**src/sfc5_link.sv**
```systemverilog
// Link-clock side of the serial port: bit shifting in and out of a 32-bit frame.
`timescale 1ns/1ns
`default_nettype none
module sfc5_link (
  // Link clock and reset
  input  wire logic        spi_sclk,
  input  wire logic        rst_n,
  // Serial pins
  input  wire logic        spi_cs_n,
  input  wire logic        spi_mosi,
  output logic             spi_miso,
  // Frame exchange with the core domain
  input  wire logic [31:0] resp_word,
  output logic [31:0]      frame_word,
  output logic             frame_tgl
);

  typedef struct packed {
    logic [4:0]  cnt;
    logic [30:0] sh_in;
    logic [30:0] sh_out;
    logic        miso;
    logic [31:0] frame;
    logic        tgl;
  } sfc5_link_st_t;

  sfc5_link_st_t q;
  sfc5_link_st_t d;

  always_comb
  begin
    d = q;
    if (!spi_cs_n)
    begin
      // The response word is static between frames, so it is loaded at the first edge.
      if (q.cnt == 5'h00)
      begin
        d.miso   = resp_word[31];
        d.sh_out = resp_word[30:0];
      end
      else
      begin
        d.miso   = q.sh_out[30];
        d.sh_out = {q.sh_out[29:0], 1'b0};
      end
      d.sh_in = {q.sh_in[29:0], spi_mosi};
      if (q.cnt == 5'h1F)
      begin
        d.frame = {q.sh_in, spi_mosi};
        d.tgl   = ~q.tgl;
      end
      d.cnt = q.cnt + 5'h01;
    end
  end

  always_ff @(posedge spi_sclk or negedge rst_n)
  begin
    if (!rst_n)
      q <= '0;
    else
      q <= d;
  end

  assign spi_miso   = q.miso;
  assign frame_word = q.frame;
  assign frame_tgl  = q.tgl;

  AST_LINK_TOGGLE: assert property (@(posedge spi_sclk) disable iff (!rst_n)
    (!spi_cs_n && q.cnt == 5'h1F) |=> (q.tgl != $past(q.tgl)))
    else $error("Frame toggle did not flip after the 32nd bit.");

endmodule : sfc5_link
`default_nettype wire

```
**config.mk**
```make
export PLATFORM = sky130hd
export DESIGN_NAME = sfc5_link
export DESIGN_NICKNAME = d
export VERILOG_FILES = /design/src/sfc5_link.sv
export SDC_FILE = /design/constraint.sdc
export NUM_CORES = 1
export LEC_CHECK = 0
export BUFFER_PORTS_ARGS = -buffer_cell sky130_fd_sc_hd__clkbuf_2
export CORE_ASPECT_RATIO = 0.8
export CORE_MARGIN = 2
export CORE_UTILIZATION = 40
export CTS_CLUSTER_SIZE = 8
export DETAILED_ROUTE_END_ITERATION = 8
export GPL_TIMING_DRIVEN = 0
export HOLD_SLACK_MARGIN = 0.12
export PLACE_DENSITY_LB_ADDON = 0.25
export SYNTH_ARGS = -nofsm -noshare
export SYNTH_HDL_FRONTEND = slang
export SYNTH_SLANG_ARGS = --single-unit
```
**constraint.sdc**
```tcl
create_clock -name spi_sclk -period 2.9 [get_ports spi_sclk]
set_input_delay 0.58 -clock spi_sclk [delete_from_list [all_inputs] [get_ports spi_sclk]]
set_output_delay 0.58 -clock spi_sclk [all_outputs]
set_load 0.02 [all_outputs]
```
==> run metrics <==
Via Count=~2,600; DIE HEIGHT=97.1 µm; grt met1 use=19.5%; pre-CTS WS=between 0.7 and 0.8 ns; Clock power frac=a little under a quarter; Setup crit start kind=flop; GRT met2 Usage=slightly below 20%; GRT Resource Usage Total=13.6%; DPL Wire Length=between 5000 and 6000 µm; die width=120 µm; Comb power frac=around 28%; DR WL/cell=roughly 13 µm; Crit. End Element=flop; # DRC=0; Layout area overhead=19.1%; Final ANT Viol Nets=0; antenna violations before repair=0; Final Worst Setup Slack=0.772 ns; first-pass GRT wire length=~13,000 µm; grt ovf=0; first-pass iteration count of the detailed router=4; clock root cell=clkbuf_16; crit path max fanout=10; later-pin clock latency in the skew report=0.34 ns; Sw Share=a little under a third; synthesized flop and latch total=~100; hold crit path type=in2async; number of setup buffers added after CTS=0; FP Rows=33; Final Non-Filler Cells=approximately 550; VDD IR-drop max=about 540 µV; Layout Nets=~450; PD cells=910 mW/mm²; Setup-failing EPs final=0; die area=between 0.01 and 0.015 mm²; post-cts sizing count=0; P_int=between 3 and 4 mW; RePlAce Congestion=0.675; number of H-tree levels=3; CTS buffer count=9; clock buffer depth=2; most frequent cells in the layout=101 x dfrtp_1, 68 x clkbuf_2, 65 x mux2_2; fin. max-slew vios=0; Worst Path Required=about 3.1 ns; Inst Count DP=536; CTS sink cnt=about 100; design area=0.00516 mm²; Core ar.=about 0.010 mm²; Initial Util=a little over two fifths; Worst-path clk slew=around 0.060 ns; commonest non-fill, non-tap cell in the layout=dfrtp_1; status=finished, final reports clean; drt total wl=about 7400 µm; Post-Syn Nets=approximately 370; kind of critical path=reg2reg; fmax=between 400 and 500 MHz; CTS Hold Bufs=0; placed cell area=approximately 0.005 mm²; Ports=70; sw power=around 1.4 mW; largest net degree at the start of global routing=between 60 and 70; DR iter-0 viols=approximately 100; Layout Skew=0.00556 ns; PortBufs=~70; Final Util=about half; vias in the first global route=2,589; GR peak layer=met2; fill count=between 900 and 1,000; power consumption=~4.7 mW; max-cap violations=0; Slew HR=between 60% and 70%; Netlist cell types=21; Avg Inst Size Synth=~13 µm²; Worst EP arrival=2.35 ns; crit path time final=around 2.1 ns; Synth Cell Area=between 0.004 and 0.005 mm²; unrepaired setup endpoints after global routing=false; DR vias/cell=roughly 4.7; Pleak=2.51 nW; Sequential Power Share=48.0%; Cells after Synth=326; post-synthesis sequential area ratio=~58%; clock tree from TritonCTS=built; Worst-Margin Slew=0.541 ns; Final period util=approximately three quarters; share of cells above drive strength 1=47.6%; Syn. warnings=0; diodes inserted=0; global-route met3 utilization=about 4.6%; Final Hold Fails=0
==> through the flow <==
| stage | TNS, ns | hold slack (ns) |
|---|---|---|
| after floorplan | 0 | 0.284 |
| after global placement | -5.74 | 0.455 |
| after detailed placement | 0 | 0.457 |
| after CTS | 0 | 0.255 |
| after global routing | 0 | 0.273 |
| final | 0 | 0.243 |
==> layer usage <==
layer	wire, µm	vias up	part of all wire [%]
met2	3190	65	43
met3	413	10	5.6
met4	76	0	1.0
met5	0	-	0
li1	-	1251	-
met1	3720	1241	50
==> cell type report <==
cell class / count / area [µm²] / share of cell area [%]
Multi-Input combinational cell: 173 / 1460 / 28.2
Clock buffer: 10 / 239 / 4.63
Inverter: 2 / 7.51 / 0.146
Timing Repair Buffer: 70 / 375 / 7.28
Buffer: 50 / 339 / 6.58
Tap cell: 140 / 175 / 3.40
Sequential cell: 101 / 2530 / 49.0
Clock inverter: 6 / 37.5 / 0.728
==> worst paths after layout <==
| kind | startpoint | to | slack, ns | cells past startpoint |
|---|---|---|---|---|
| max | q[96] | frame_word[12] | 0.77 | 7 |
| min in group spi_sclk | frame_tgl | frame_tgl | 0.47 | 1 |
| max in group asynchronous | rst_n | frame_word[10] | 1.97 | 2 |
| max reg2reg | q[96] | frame_word[12] | 0.77 | 7 |
| min reg2reg | frame_tgl | frame_tgl | 0.47 | 1 |
| min | rst_n | q[61] | 0.24 | 1 |
==> cell families (layout without fill, tap and decap cells) <==
family / Yosys count / after routing / synth area share (%)
flops: 101 / 101 / 58.4
buf+inv: 52 / 138 / 8.01
fa+ha+maj: 3 / 3 / 0.867
mux: 96 / 96 / 24.1
xor+xnor: 4 / 4 / 0.809
compound gates: 32 / 32 / 3.79
simple gates: 38 / 38 / 4.08
==> state kept, by name, indices dropped and copies added (netlist names) <==
name,count
frame_tgl,1
frame_word,32
q,67
spi_miso,1
==> worst max-delay path, stage by stage (launching register included) <==
cell,delay (ns)
dfrtp_1,0.41
ha_1,0.19
and3_2,0.19
ha_1,0.13
nor2b_1,0.14
clkbuf_1,0.27
buf_2,0.32
mux2_2,0.37
==> synth_stat cells (all sizes together) <==
| master | instances | area (µm²) |
|---|---|---|
| nor4b | 1 | 23.8 |
| nand2 | 33 | 124 |
| nand2b | 1 | 6.26 |
| nor2b | 1 | 6.26 |
| o21ai | 32 | 164 |
| clkbuf | 7 | 26.3 |
| xor2 | 1 | 8.76 |
| mux2i | 31 | 310 |
| xnor2 | 3 | 26.3 |
| inv | 2 | 7.51 |
| nand4b | 1 | 8.76 |
| dfrtp | 101 | 2530 |
| mux2 | 65 | 732 |
| buf | 43 | 313 |
| ha | 3 | 37.5 |
| and3 | 1 | 7.51 |
==> power groups by stage <==
stage / clock network (mW) / logic, mW / registers, mW
finish: 1.11 / 1.33 / 2.25
global route: 1.21 / 1.48 / 2.34
CTS: 1.15 / 1.36 / 2.26
detailed placement: 0 / 1.36 / 2.29
global placement: 0 / 1.31 / 2.26
floorplan: 0 / 1.05 / 2.20
Power figures use the tool's default switching activity.
